## config.mk

```make
export PLATFORM = sky130hd
export DESIGN_NAME = mv_bank_end_flat
export DESIGN_NICKNAME = d
export VERILOG_FILES = /design/src/mv_regs_pkg.sv /design/src/mv_regs_if.sv /design/src/mv_bank_end.sv /design/src/flat_wrapper.sv
export SDC_FILE = /design/constraint.sdc
export NUM_CORES = 2
export LEC_CHECK = 0
export BUFFER_PORTS_ARGS = -buffer_cell sky130_fd_sc_hd__buf_2
export CAP_MARGIN = 10
export CORE_ASPECT_RATIO = 0.7
export CORE_MARGIN = 3
export CORE_UTILIZATION = 25
export CTS_CLUSTER_SIZE = 8
export DETAILED_ROUTE_END_ITERATION = 16
export PLACE_DENSITY = 0.48
export SYNTH_ARGS = -nofsm -noshare
export SYNTH_HDL_FRONTEND = slang
export SYNTH_SLANG_ARGS = --single-unit
```

## constraint.sdc

```tcl
create_clock -name ref_clk -period 5.89 [get_ports ref_clk]
set_clock_uncertainty 0.05 [all_clocks]
set_input_delay 0.589 -clock ref_clk [delete_from_list [all_inputs] [get_ports ref_clk]]
set_output_delay 0.589 -clock ref_clk [all_outputs]
set_load 0.01 [all_outputs]
```

## src/mv_regs_pkg.sv

```systemverilog
// Constants, field layouts and encodings for the master valid save/restore bank.
// Assumes a single core clock domain; imported whole by both ends and the interface.
package mv_regs_pkg;

    // ------------------------------------------------------------
    // Instruction field encodings
    // ------------------------------------------------------------
    localparam logic [2:0] OP1_CACHE_MV   = 3'h3;
    localparam logic [2:0] OP1_MMU_DEBUG  = 3'h5;
    localparam logic [3:0] PRI_REG_DEBUG  = 4'hf;
    localparam logic [3:0] SEC_ICACHE     = 4'h8;
    localparam logic [3:0] SEC_IAUX       = 4'ha;
    localparam logic [3:0] SEC_DCACHE     = 4'hc;
    localparam logic [3:0] SEC_DAUX       = 4'he;
    localparam logic [3:0] SEC_TLB_MV     = 4'he;
    localparam logic [3:0] SEC_UTLB_IDX   = 4'h4;
    localparam logic [2:0] OP2_DATA_IDX   = 3'h0;
    localparam logic [2:0] OP2_INSTR_IDX  = 3'h1;

    // ------------------------------------------------------------
    // Sizes, fields and reset values
    // ------------------------------------------------------------
    localparam int          MV_BITS_PER_REG = 32;
    localparam int          LINES_PER_MV    = 8;
    localparam int          MAX_MV_REGS     = 8;
    localparam int          TLB_MV_REGS     = 2;
    localparam int          IDX_LSB         = 0;
    localparam int          IDX_W           = 4;
    localparam logic [3:0]  IDX_MAX_ENTRY   = 4'ha;
    localparam logic [31:0] MV_RESET        = 32'h0;
    localparam logic [31:0] IDX_RESET       = 32'h0;

endpackage : mv_regs_pkg

```

## src/mv_regs_if.sv

```systemverilog
// Interface joining the pipeline's coprocessor port to the register bank.
// Assumes both ends share ref_clk; one request per cycle, answer next cycle.
`timescale 1ns/1ps
`default_nettype none
interface mv_regs_if;
    import mv_regs_pkg::*;

    // Request from the pipeline
    logic        req_valid;
    logic        req_write;
    logic        req_priv;
    logic [2:0]  req_op1;
    logic [3:0]  req_pri;
    logic [3:0]  req_sec;
    logic [2:0]  req_op2;
    logic [31:0] req_wdata;
    // Answer from the bank
    logic        rsp_valid;
    logic        rsp_undef;
    logic [31:0] rsp_rdata;

    modport pipe (output req_valid, req_write, req_priv, req_op1, req_pri, req_sec,
                  req_op2, req_wdata, input rsp_valid, rsp_undef, rsp_rdata);
    modport bank (input req_valid, req_write, req_priv, req_op1, req_pri, req_sec,
                  req_op2, req_wdata, output rsp_valid, rsp_undef, rsp_rdata);
endinterface : mv_regs_if
`default_nettype wire

```

## src/mv_bank_end.sv

```systemverilog
// Register bank end: master valid words for both caches, their aux caches and
// the main TLB, plus the two micro-TLB index selects.
// Assumes the pipeline end sends at most one request per cycle on ref_clk.
`timescale 1ns/1ps
`default_nettype none
module mv_bank_end
    import mv_regs_pkg::*;
#(
    parameter int ICACHE_BYTES = 65536,
    parameter int IAUX_BYTES   = 65536,
    parameter int DCACHE_BYTES = 65536,
    parameter int DAUX_BYTES   = 65536,
    parameter int LINE_BYTES   = 32
)
(
    // Clock, reset, enable
    input  wire logic        ref_clk,
    input  wire logic        srst,
    input  wire logic        clk_en,
    // Coprocessor port
    mv_regs_if.bank          cp,
    // Master valid vectors toward the valid-masking logic
    output logic [255:0]     icache_mv,
    output logic [255:0]     iaux_mv,
    output logic [255:0]     dcache_mv,
    output logic [255:0]     daux_mv,
    output logic [63:0]      tlb_mv,
    // Restore strobe for the main TLB words
    output logic             tlb_mv_written,
    // Micro-TLB entry selects, valid only when below or at ten
    output logic [3:0]       data_utlb_entry,
    output logic             data_utlb_sel_ok,
    output logic [3:0]       instr_utlb_entry,
    output logic             instr_utlb_sel_ok
);

    // ------------------------------------------------------------
    // Implemented register counts
    // ------------------------------------------------------------
    // One bit per eight lines, 32 bits per word, round up
    localparam int IC_N = (ICACHE_BYTES / (LINE_BYTES * LINES_PER_MV) + 31) / MV_BITS_PER_REG;
    localparam int IA_N = (IAUX_BYTES / (LINE_BYTES * LINES_PER_MV) + 31) / MV_BITS_PER_REG;
    localparam int DC_N = (DCACHE_BYTES / (LINE_BYTES * LINES_PER_MV) + 31) / MV_BITS_PER_REG;
    localparam int DA_N = (DAUX_BYTES / (LINE_BYTES * LINES_PER_MV) + 31) / MV_BITS_PER_REG;

    // Sizes beyond 256 bits cannot be addressed by a 3-bit register number
    if (IC_N < 1 || IC_N > MAX_MV_REGS || IA_N < 1 || IA_N > MAX_MV_REGS ||
        DC_N < 1 || DC_N > MAX_MV_REGS || DA_N < 1 || DA_N > MAX_MV_REGS)
    begin : g_size_check
        $error("mv_bank_end: cache size outside supported range");
    end

    // ------------------------------------------------------------
    // Storage
    // ------------------------------------------------------------
    logic [31:0] ic_reg [MAX_MV_REGS], ic_next [MAX_MV_REGS];
    logic [31:0] ia_reg [MAX_MV_REGS], ia_next [MAX_MV_REGS];
    logic [31:0] dc_reg [MAX_MV_REGS], dc_next [MAX_MV_REGS];
    logic [31:0] da_reg [MAX_MV_REGS], da_next [MAX_MV_REGS];
    logic [31:0] tlb_reg [TLB_MV_REGS], tlb_next [TLB_MV_REGS];
    logic [31:0] didx_reg, didx_next, iidx_reg, iidx_next;
    logic        rv_reg, rv_next, ru_reg, ru_next, tw_reg, tw_next;
    logic        dok_reg, dok_next, iok_reg, iok_next;
    logic [31:0] rd_reg, rd_next;

    // Decode terms
    logic       acc, wr, mv_grp, mmu_grp;
    logic [3:0] num;

    // Decode, read mux and write update
    always_comb
    begin
        acc     = cp.req_valid && cp.req_priv;
        wr      = acc && cp.req_write;
        mv_grp  = cp.req_op1 == OP1_CACHE_MV && cp.req_pri == PRI_REG_DEBUG;
        mmu_grp = cp.req_op1 == OP1_MMU_DEBUG && cp.req_pri == PRI_REG_DEBUG;
        num     = {1'b0, cp.req_op2};   // Register number is opcode field
        ic_next   = ic_reg;
        ia_next   = ia_reg;
        dc_next   = dc_reg;
        da_next   = da_reg;
        tlb_next  = tlb_reg;
        didx_next = didx_reg;
        iidx_next = iidx_reg;
        rv_next   = cp.req_valid;
        ru_next   = cp.req_valid && !cp.req_priv;   // User mode traps
        rd_next   = 32'h0;
        tw_next   = 1'b0;
        // Unimplemented numbers read zero, writes dropped
        if (mv_grp && cp.req_sec == SEC_ICACHE)
        begin
            if (num < IC_N)
            begin
                rd_next = ic_reg[cp.req_op2];
                if (wr)
                    ic_next[cp.req_op2] = cp.req_wdata;
            end
        end
        else if (mv_grp && cp.req_sec == SEC_IAUX)
        begin
            if (num < IA_N)
            begin
                rd_next = ia_reg[cp.req_op2];
                if (wr)
                    ia_next[cp.req_op2] = cp.req_wdata;
            end
        end
        else if (mv_grp && cp.req_sec == SEC_DCACHE)
        begin
            if (num < DC_N)
            begin
                rd_next = dc_reg[cp.req_op2];
                if (wr)
                    dc_next[cp.req_op2] = cp.req_wdata;
            end
        end
        else if (mv_grp && cp.req_sec == SEC_DAUX)
        begin
            if (num < DA_N)
            begin
                rd_next = da_reg[cp.req_op2];
                if (wr)
                    da_next[cp.req_op2] = cp.req_wdata;
            end
        end
        else if (mmu_grp && cp.req_sec == SEC_TLB_MV && num < TLB_MV_REGS)
        begin
            rd_next = tlb_reg[cp.req_op2[0]];
            if (wr)
            begin
                // Safe only while cache and TLB are off; not checked here
                tlb_next[cp.req_op2[0]] = cp.req_wdata;
                tw_next = 1'b1;
            end
        end
        else if (mmu_grp && cp.req_sec == SEC_UTLB_IDX && cp.req_op2 == OP2_DATA_IDX)
        begin
            rd_next = didx_reg;
            if (wr)
                didx_next = cp.req_wdata;   // Full word kept, low nibble used
        end
        else if (mmu_grp && cp.req_sec == SEC_UTLB_IDX && cp.req_op2 == OP2_INSTR_IDX)
        begin
            rd_next = iidx_reg;
            if (wr)
                iidx_next = cp.req_wdata;
        end
        if (!acc)
            rd_next = 32'h0;   // User or idle cycles return no data
        // Range flags kept in flops so the outputs carry no comparator
        dok_next = didx_next[IDX_LSB +: IDX_W] <= IDX_MAX_ENTRY;
        iok_next = iidx_next[IDX_LSB +: IDX_W] <= IDX_MAX_ENTRY;
    end

    // Registering only; clears all master valid words on reset
    always_ff @(posedge ref_clk)
    begin
        if (srst)
        begin
            for (int i = 0; i < MAX_MV_REGS; i++)
            begin
                ic_reg[i] <= MV_RESET;
                ia_reg[i] <= MV_RESET;
                dc_reg[i] <= MV_RESET;
                da_reg[i] <= MV_RESET;
            end
            for (int j = 0; j < TLB_MV_REGS; j++)
                tlb_reg[j] <= MV_RESET;
            didx_reg <= IDX_RESET;
            iidx_reg <= IDX_RESET;
            rv_reg   <= 1'b0;
            ru_reg   <= 1'b0;
            rd_reg   <= 32'h0;
            tw_reg   <= 1'b0;
            dok_reg  <= (IDX_RESET[IDX_LSB +: IDX_W] <= IDX_MAX_ENTRY);
            iok_reg  <= (IDX_RESET[IDX_LSB +: IDX_W] <= IDX_MAX_ENTRY);
        end
        else if (clk_en)
        begin
            ic_reg   <= ic_next;
            ia_reg   <= ia_next;
            dc_reg   <= dc_next;
            da_reg   <= da_next;
            tlb_reg  <= tlb_next;
            didx_reg <= didx_next;
            iidx_reg <= iidx_next;
            rv_reg   <= rv_next;
            ru_reg   <= ru_next;
            rd_reg   <= rd_next;
            tw_reg   <= tw_next;
            dok_reg  <= dok_next;
            iok_reg  <= iok_next;
        end
    end

    // ------------------------------------------------------------
    // Outputs, all from flops
    // ------------------------------------------------------------
    assign cp.rsp_valid = rv_reg;
    assign cp.rsp_undef = ru_reg;
    assign cp.rsp_rdata = rd_reg;
    // Zero bit masks its eight-line group in the valid RAM
    assign icache_mv = {ic_reg[7], ic_reg[6], ic_reg[5], ic_reg[4],
                        ic_reg[3], ic_reg[2], ic_reg[1], ic_reg[0]};
    assign iaux_mv   = {ia_reg[7], ia_reg[6], ia_reg[5], ia_reg[4],
                        ia_reg[3], ia_reg[2], ia_reg[1], ia_reg[0]};
    assign dcache_mv = {dc_reg[7], dc_reg[6], dc_reg[5], dc_reg[4],
                        dc_reg[3], dc_reg[2], dc_reg[1], dc_reg[0]};
    assign daux_mv   = {da_reg[7], da_reg[6], da_reg[5], da_reg[4],
                        da_reg[3], da_reg[2], da_reg[1], da_reg[0]};
    assign tlb_mv         = {tlb_reg[1], tlb_reg[0]};
    assign tlb_mv_written = tw_reg;
    // Upper bits ignored; above ten selects nothing
    assign data_utlb_entry   = didx_reg[IDX_LSB +: IDX_W];
    assign data_utlb_sel_ok  = dok_reg;
    assign instr_utlb_entry  = iidx_reg[IDX_LSB +: IDX_W];
    assign instr_utlb_sel_ok = iok_reg;

endmodule : mv_bank_end
`default_nettype wire

```

## src/flat_wrapper.sv

```systemverilog
// flat-port wrapper written by rule: the top's interface ports become plain ports
module mv_bank_end_flat import mv_regs_pkg::*;
#(
    parameter int ICACHE_BYTES = 65536,
    parameter int IAUX_BYTES   = 65536,
    parameter int DCACHE_BYTES = 65536,
    parameter int DAUX_BYTES   = 65536,
    parameter int LINE_BYTES   = 32
)
  (ref_clk, srst, clk_en, icache_mv, iaux_mv, dcache_mv, daux_mv, tlb_mv, tlb_mv_written, data_utlb_entry, data_utlb_sel_ok, instr_utlb_entry, instr_utlb_sel_ok, cp_req_valid, cp_req_write, cp_req_priv, cp_req_op1, cp_req_pri, cp_req_sec, cp_req_op2, cp_req_wdata, cp_rsp_valid, cp_rsp_undef, cp_rsp_rdata);
  mv_regs_if cp_i ();
  input  wire logic ref_clk;
  input  wire logic srst;
  input  wire logic clk_en;
  output logic [255:0] icache_mv;
  output logic [255:0] iaux_mv;
  output logic [255:0] dcache_mv;
  output logic [255:0] daux_mv;
  output logic [63:0] tlb_mv;
  output logic tlb_mv_written;
  output logic [3:0] data_utlb_entry;
  output logic data_utlb_sel_ok;
  output logic [3:0] instr_utlb_entry;
  output logic instr_utlb_sel_ok;
  input wire logic [$bits(cp_i.req_valid)-1:0] cp_req_valid;
  input wire logic [$bits(cp_i.req_write)-1:0] cp_req_write;
  input wire logic [$bits(cp_i.req_priv)-1:0] cp_req_priv;
  input wire logic [$bits(cp_i.req_op1)-1:0] cp_req_op1;
  input wire logic [$bits(cp_i.req_pri)-1:0] cp_req_pri;
  input wire logic [$bits(cp_i.req_sec)-1:0] cp_req_sec;
  input wire logic [$bits(cp_i.req_op2)-1:0] cp_req_op2;
  input wire logic [$bits(cp_i.req_wdata)-1:0] cp_req_wdata;
  output wire logic [$bits(cp_i.rsp_valid)-1:0] cp_rsp_valid;
  output wire logic [$bits(cp_i.rsp_undef)-1:0] cp_rsp_undef;
  output wire logic [$bits(cp_i.rsp_rdata)-1:0] cp_rsp_rdata;
  assign cp_i.req_valid = cp_req_valid;
  assign cp_i.req_write = cp_req_write;
  assign cp_i.req_priv = cp_req_priv;
  assign cp_i.req_op1 = cp_req_op1;
  assign cp_i.req_pri = cp_req_pri;
  assign cp_i.req_sec = cp_req_sec;
  assign cp_i.req_op2 = cp_req_op2;
  assign cp_i.req_wdata = cp_req_wdata;
  assign cp_rsp_valid = cp_i.rsp_valid;
  assign cp_rsp_undef = cp_i.rsp_undef;
  assign cp_rsp_rdata = cp_i.rsp_rdata;
  mv_bank_end #(.ICACHE_BYTES(ICACHE_BYTES), .IAUX_BYTES(IAUX_BYTES), .DCACHE_BYTES(DCACHE_BYTES), .DAUX_BYTES(DAUX_BYTES), .LINE_BYTES(LINE_BYTES)) u_core (.ref_clk(ref_clk), .srst(srst), .clk_en(clk_en), .cp(cp_i), .icache_mv(icache_mv), .iaux_mv(iaux_mv), .dcache_mv(dcache_mv), .daux_mv(daux_mv), .tlb_mv(tlb_mv), .tlb_mv_written(tlb_mv_written), .data_utlb_entry(data_utlb_entry), .data_utlb_sel_ok(data_utlb_sel_ok), .instr_utlb_entry(instr_utlb_entry), .instr_utlb_sel_ok(instr_utlb_sel_ok));
endmodule
```

==> summary.txt <==
Clocking
  – # clock sinks: 1,189
  – Post-CTS sizing: 0
  – CTS root buf: clkbuf_16
  – Postcts setup bufs: 0
  – Clock Latency Late Sink: 0.83 ns
  – CTS tree: yes
  – Hold buffers post-CTS: 0
  – Clock transition at path regs: 0.05 ns
  – H-tree Lvls: 4
  – Cts bufs inserted: 177
  – Clock Tree Buf Depth: 4

Setup path
  – Req. time, crit path: 6.58 ns
  – Crit path kind: in -> reg
  – CP Depth: 9
  – WP data arrival: 4.80 ns
  – Crit path max-delay family: compound AO/OA/AOI/OAI gates
  – Worst r2r path cells: 6
  – Critical path endpoint category: register
  – Crit-path max cell delay: 1.03 ns
  – Most frequent CP cell: buf_4
  – Slowest CP cell: o311ai_1
  – Number of buffers and inverters on the critical path: 3
  – Critical path launch point type: input pin
  – Crit Path Max Fanout: 37
  – Cell chain of the critical path: buf_8 > nand2b_2 > buf_4 > buf_4 > o22ai_1 > o22a_1 > o311ai_1 > nand4_1 > a21oi_1

Placed design
  – GPL Wtd Cong: 0.911
  – Detail Placement HPWL: 257 mm
  – IO Port Bufs: 1,184
  – Pre-CTS WS: 0.999 ns
  – Inst Count DP: 10,000

Die
  – Starting Density: 25.2%
  – Io pins: 1,185
  – DIE AREA: 216,000 µm²
  – Core area: 209,000 µm²
  – Die W: 554 µm
  – # rows: 140
  – Chip height: 390 µm

Finish
  – Reg area: 23,800 µm²
  – Finished Layout Cells: 10,200
  – Fin util: 31.0%
  – # nets final: 7,476
  – Fillers: 22,200
  – Area grow syn2layout: 23.2%
  – Area of the multi-input gates: 25,200 µm²
  – Fraction of layout cells with a size suffix above 1: 26.6%

Routing
  – ANT nets after route: 0
  – First-pass DRT Iterations: 6
  – Vias per cell: 5.50
  – DRT iter0 DRCs: 7,955
  – # DRC: 0
  – Avg WL per Cell: 35.9 µm
  – Final wirelength: 367 mm
  – Routed via count: 56,200

Worst hold path
  – Min-Delay Path Class: in -> reg
  – Min-Delay Path Depth: 3

Synthesis
  – Synth Instances: 6,513
  – Synth cell types: 67
  – Yosys warnings: 0
  – Register area share after synthesis: 45.3%
  – Mapped Area: 52,600 µm²
  – Synthesized flop and latch total: 1,189
  – Mean Syn Cell Area: 8.07 µm²
  – Post-synth net total: 6,565
  – Async S/R FF share, synth: 0%
  – Dominant synthesized flop cell: dfxtp_1
  – Post-synth EDFFs: 0

Pwr
  – Worst ir drop on vdd: 0.186 mV
  – Tot Pwr: 18.7 mW
  – Pleak: 24.9 nW
  – Pwr/cell area: 288 nW/µm²

Global routing
  – Largest net degree at the start of global routing: 204
  – First-pass GRT wire length: 481 mm
  – Total track usage: 32.3%
  – Vias in the first global route: 51,600
  – GRT overflow: 0
  – Initial antenna violation count: 35

STA
  – Final hold viol count: 0
  – Max_slew headroom: 7.53%
  – Slew @ Worst Pin: 1.37 ns
  – Final Cycle Share: 69.8%
  – Pins Over Slew Limit: 0
  – RSZ-0062 raised after global routing: false
  – Final setup TNS: 0 ns
  – Min Tclk post-route: 4.11 ns
  – Fmax: 243 MHz
  – Setup Viol. Count Final: 0
  – Final worst slack: 1.78 ns

Flow run
  – Max-cap viol count: 0

Status
  – Run status: finished clean
==> synth_stat cells (6+ instances only) <==
| cell | number | share of area [%] |
|---|---|---|
| a31oi_1 | 14 | 0.17 |
| o21ai_0 | 76 | 0.72 |
| a211oi_1 | 21 | 0.30 |
| a22o_1 | 6 | 0.10 |
| clkbuf_8 | 28 | 0.73 |
| mux2_2 | 122 | 2.6 |
| a32oi_1 | 6 | 0.10 |
| a2bb2oi_1 | 10 | 0.17 |
| a221oi_1 | 14 | 0.23 |
| dfxtp_1 | 1189 | 45 |
| nor4_1 | 6 | 0.071 |
| nand3_1 | 22 | 0.21 |
| o22a_1 | 9 | 0.15 |
| a21oi_2 | 90 | 1.5 |
| buf_1 | 10 | 0.071 |
| mux4_2 | 86 | 3.7 |
| clkbuf_1 | 311 | 2.2 |
| buf_2 | 126 | 1.2 |
| o211ai_1 | 10 | 0.14 |
| nor2b_1 | 17 | 0.20 |
| nor2_1 | 96 | 0.69 |
| o21a_1 | 6 | 0.086 |
| a222oi_1 | 6 | 0.11 |
| o22ai_1 | 140 | 1.7 |
| mux2i_1 | 120 | 2.3 |
| a21oi_1 | 1139 | 11 |
| buf_4 | 29 | 0.41 |
| nand2_1 | 2427 | 17 |
| nand2b_1 | 9 | 0.11 |
| nand4_1 | 6 | 0.071 |
| and2_1 | 6 | 0.071 |
| or2_2 | 7 | 0.083 |
| o221ai_1 | 98 | 1.6 |
| buf_6 | 139 | 3.0 |
| a22oi_1 | 28 | 0.40 |
| nor3_1 | 8 | 0.076 |
==> worst paths after layout <==
path | start | to | slack, ns
setup / recovery | cp_req_op2[2] | u_core.cp.rsp_rdata[6] | 1.78
hold / removal | cp_req_valid | u_core.cp.rsp_valid | 0.09
hold reg to reg | u_core.didx_reg[6] | u_core.didx_reg[6] | 0.40
setup reg to reg | u_core.daux_mv[102] | u_core.cp.rsp_rdata[6] | 2.71
==> report_power, final <==
| part | internal, mW | leakage (nW) | switching, mW |
|---|---|---|---|
| Combinational | 0.228 | 13.0 | 1.02 |
| Clock | 5.41 | 2.30 | 3.95 |
| Sequential | 8.05 | 9.57 | 0.000716 |
| Total | 13.7 | 24.9 | 4.97 |
==> cell usage in the layout (no fill, tap or decap), drive strengths merged, types with 5 or more instances in the layout <==
cell	n
nor3	13
diode	13
a221oi	14
and3	5
o22a	9
inv	10
clkbuf	187
clkinv	5
nand4	6
or2	7
a21oi	1229
a2bb2oi	10
a211oi	21
a32oi	6
nor4	7
a22o	6
buf	1376
and2	6
mux2	122
nor2	96
o22ai	140
a31oi	14
a222oi	6
nand3	27
nand2b	9
dfxtp	1189
nand2	2428
o21ai	76
o221ai	98
o211ai	10
a2111oi	5
a22oi	28
nor2b	17
o21a	6
mux2i	120
mux4	86
==> worst min-delay path, delay by kind of cell <==
kind            cells  cell delay [ns]
compound gates      1             0.06
simple gates        1             0.10
buf+inv             1             0.15
==> final cells by class <==
type	count	area share, %
Tap cell	2769	5.35
Clock buffer	186	6.97
Sequential cell	1189	36.8
Antenna cell	13	0.0502
Timing Repair Buffer	1378	11.7
Multi-Input combinational cell	4674	38.9
Inverter	4	0.0348
Clock inverter	12	0.253
==> kinds of logic (layout without fill, tap and decap cells) <==
group | after synthesis | in the layout | synth area share, %
other cells | 0 | 13 | 0
buf+inv | 650 | 1580 | 7.69
simple gates | 2634 | 2634 | 19.5
mux | 328 | 328 | 8.58
flops | 1189 | 1189 | 45.3
compound gates | 1712 | 1712 | 19.0
==> per-layer routing <==
| layer | GRT usage, % | vias to the layer above | part of all wire [%] |
|---|---|---|---|
| li1 | - | 23800 | - |
| met2 | 47.9 | 3647 | 42 |
| met5 | 0 | - | 0.015 |
| met4 | 16.5 | 8 | 6.0 |
| met3 | 9.94 | 671 | 11 |
| met1 | 42.0 | 28100 | 41 |
==> metrics by stage <==
step | cell area (µm²) | hold WS (ns)
after floorplan | 52600 | 0.381
after global placement | 60000 | 0.384
final | 64800 | 0.0930
after detailed placement | 60000 | 0.394
after global routing | 64700 | 0.0630
after CTS | 64700 | 0.0259
No activity file was read; power rests on OpenSTA's default activity.
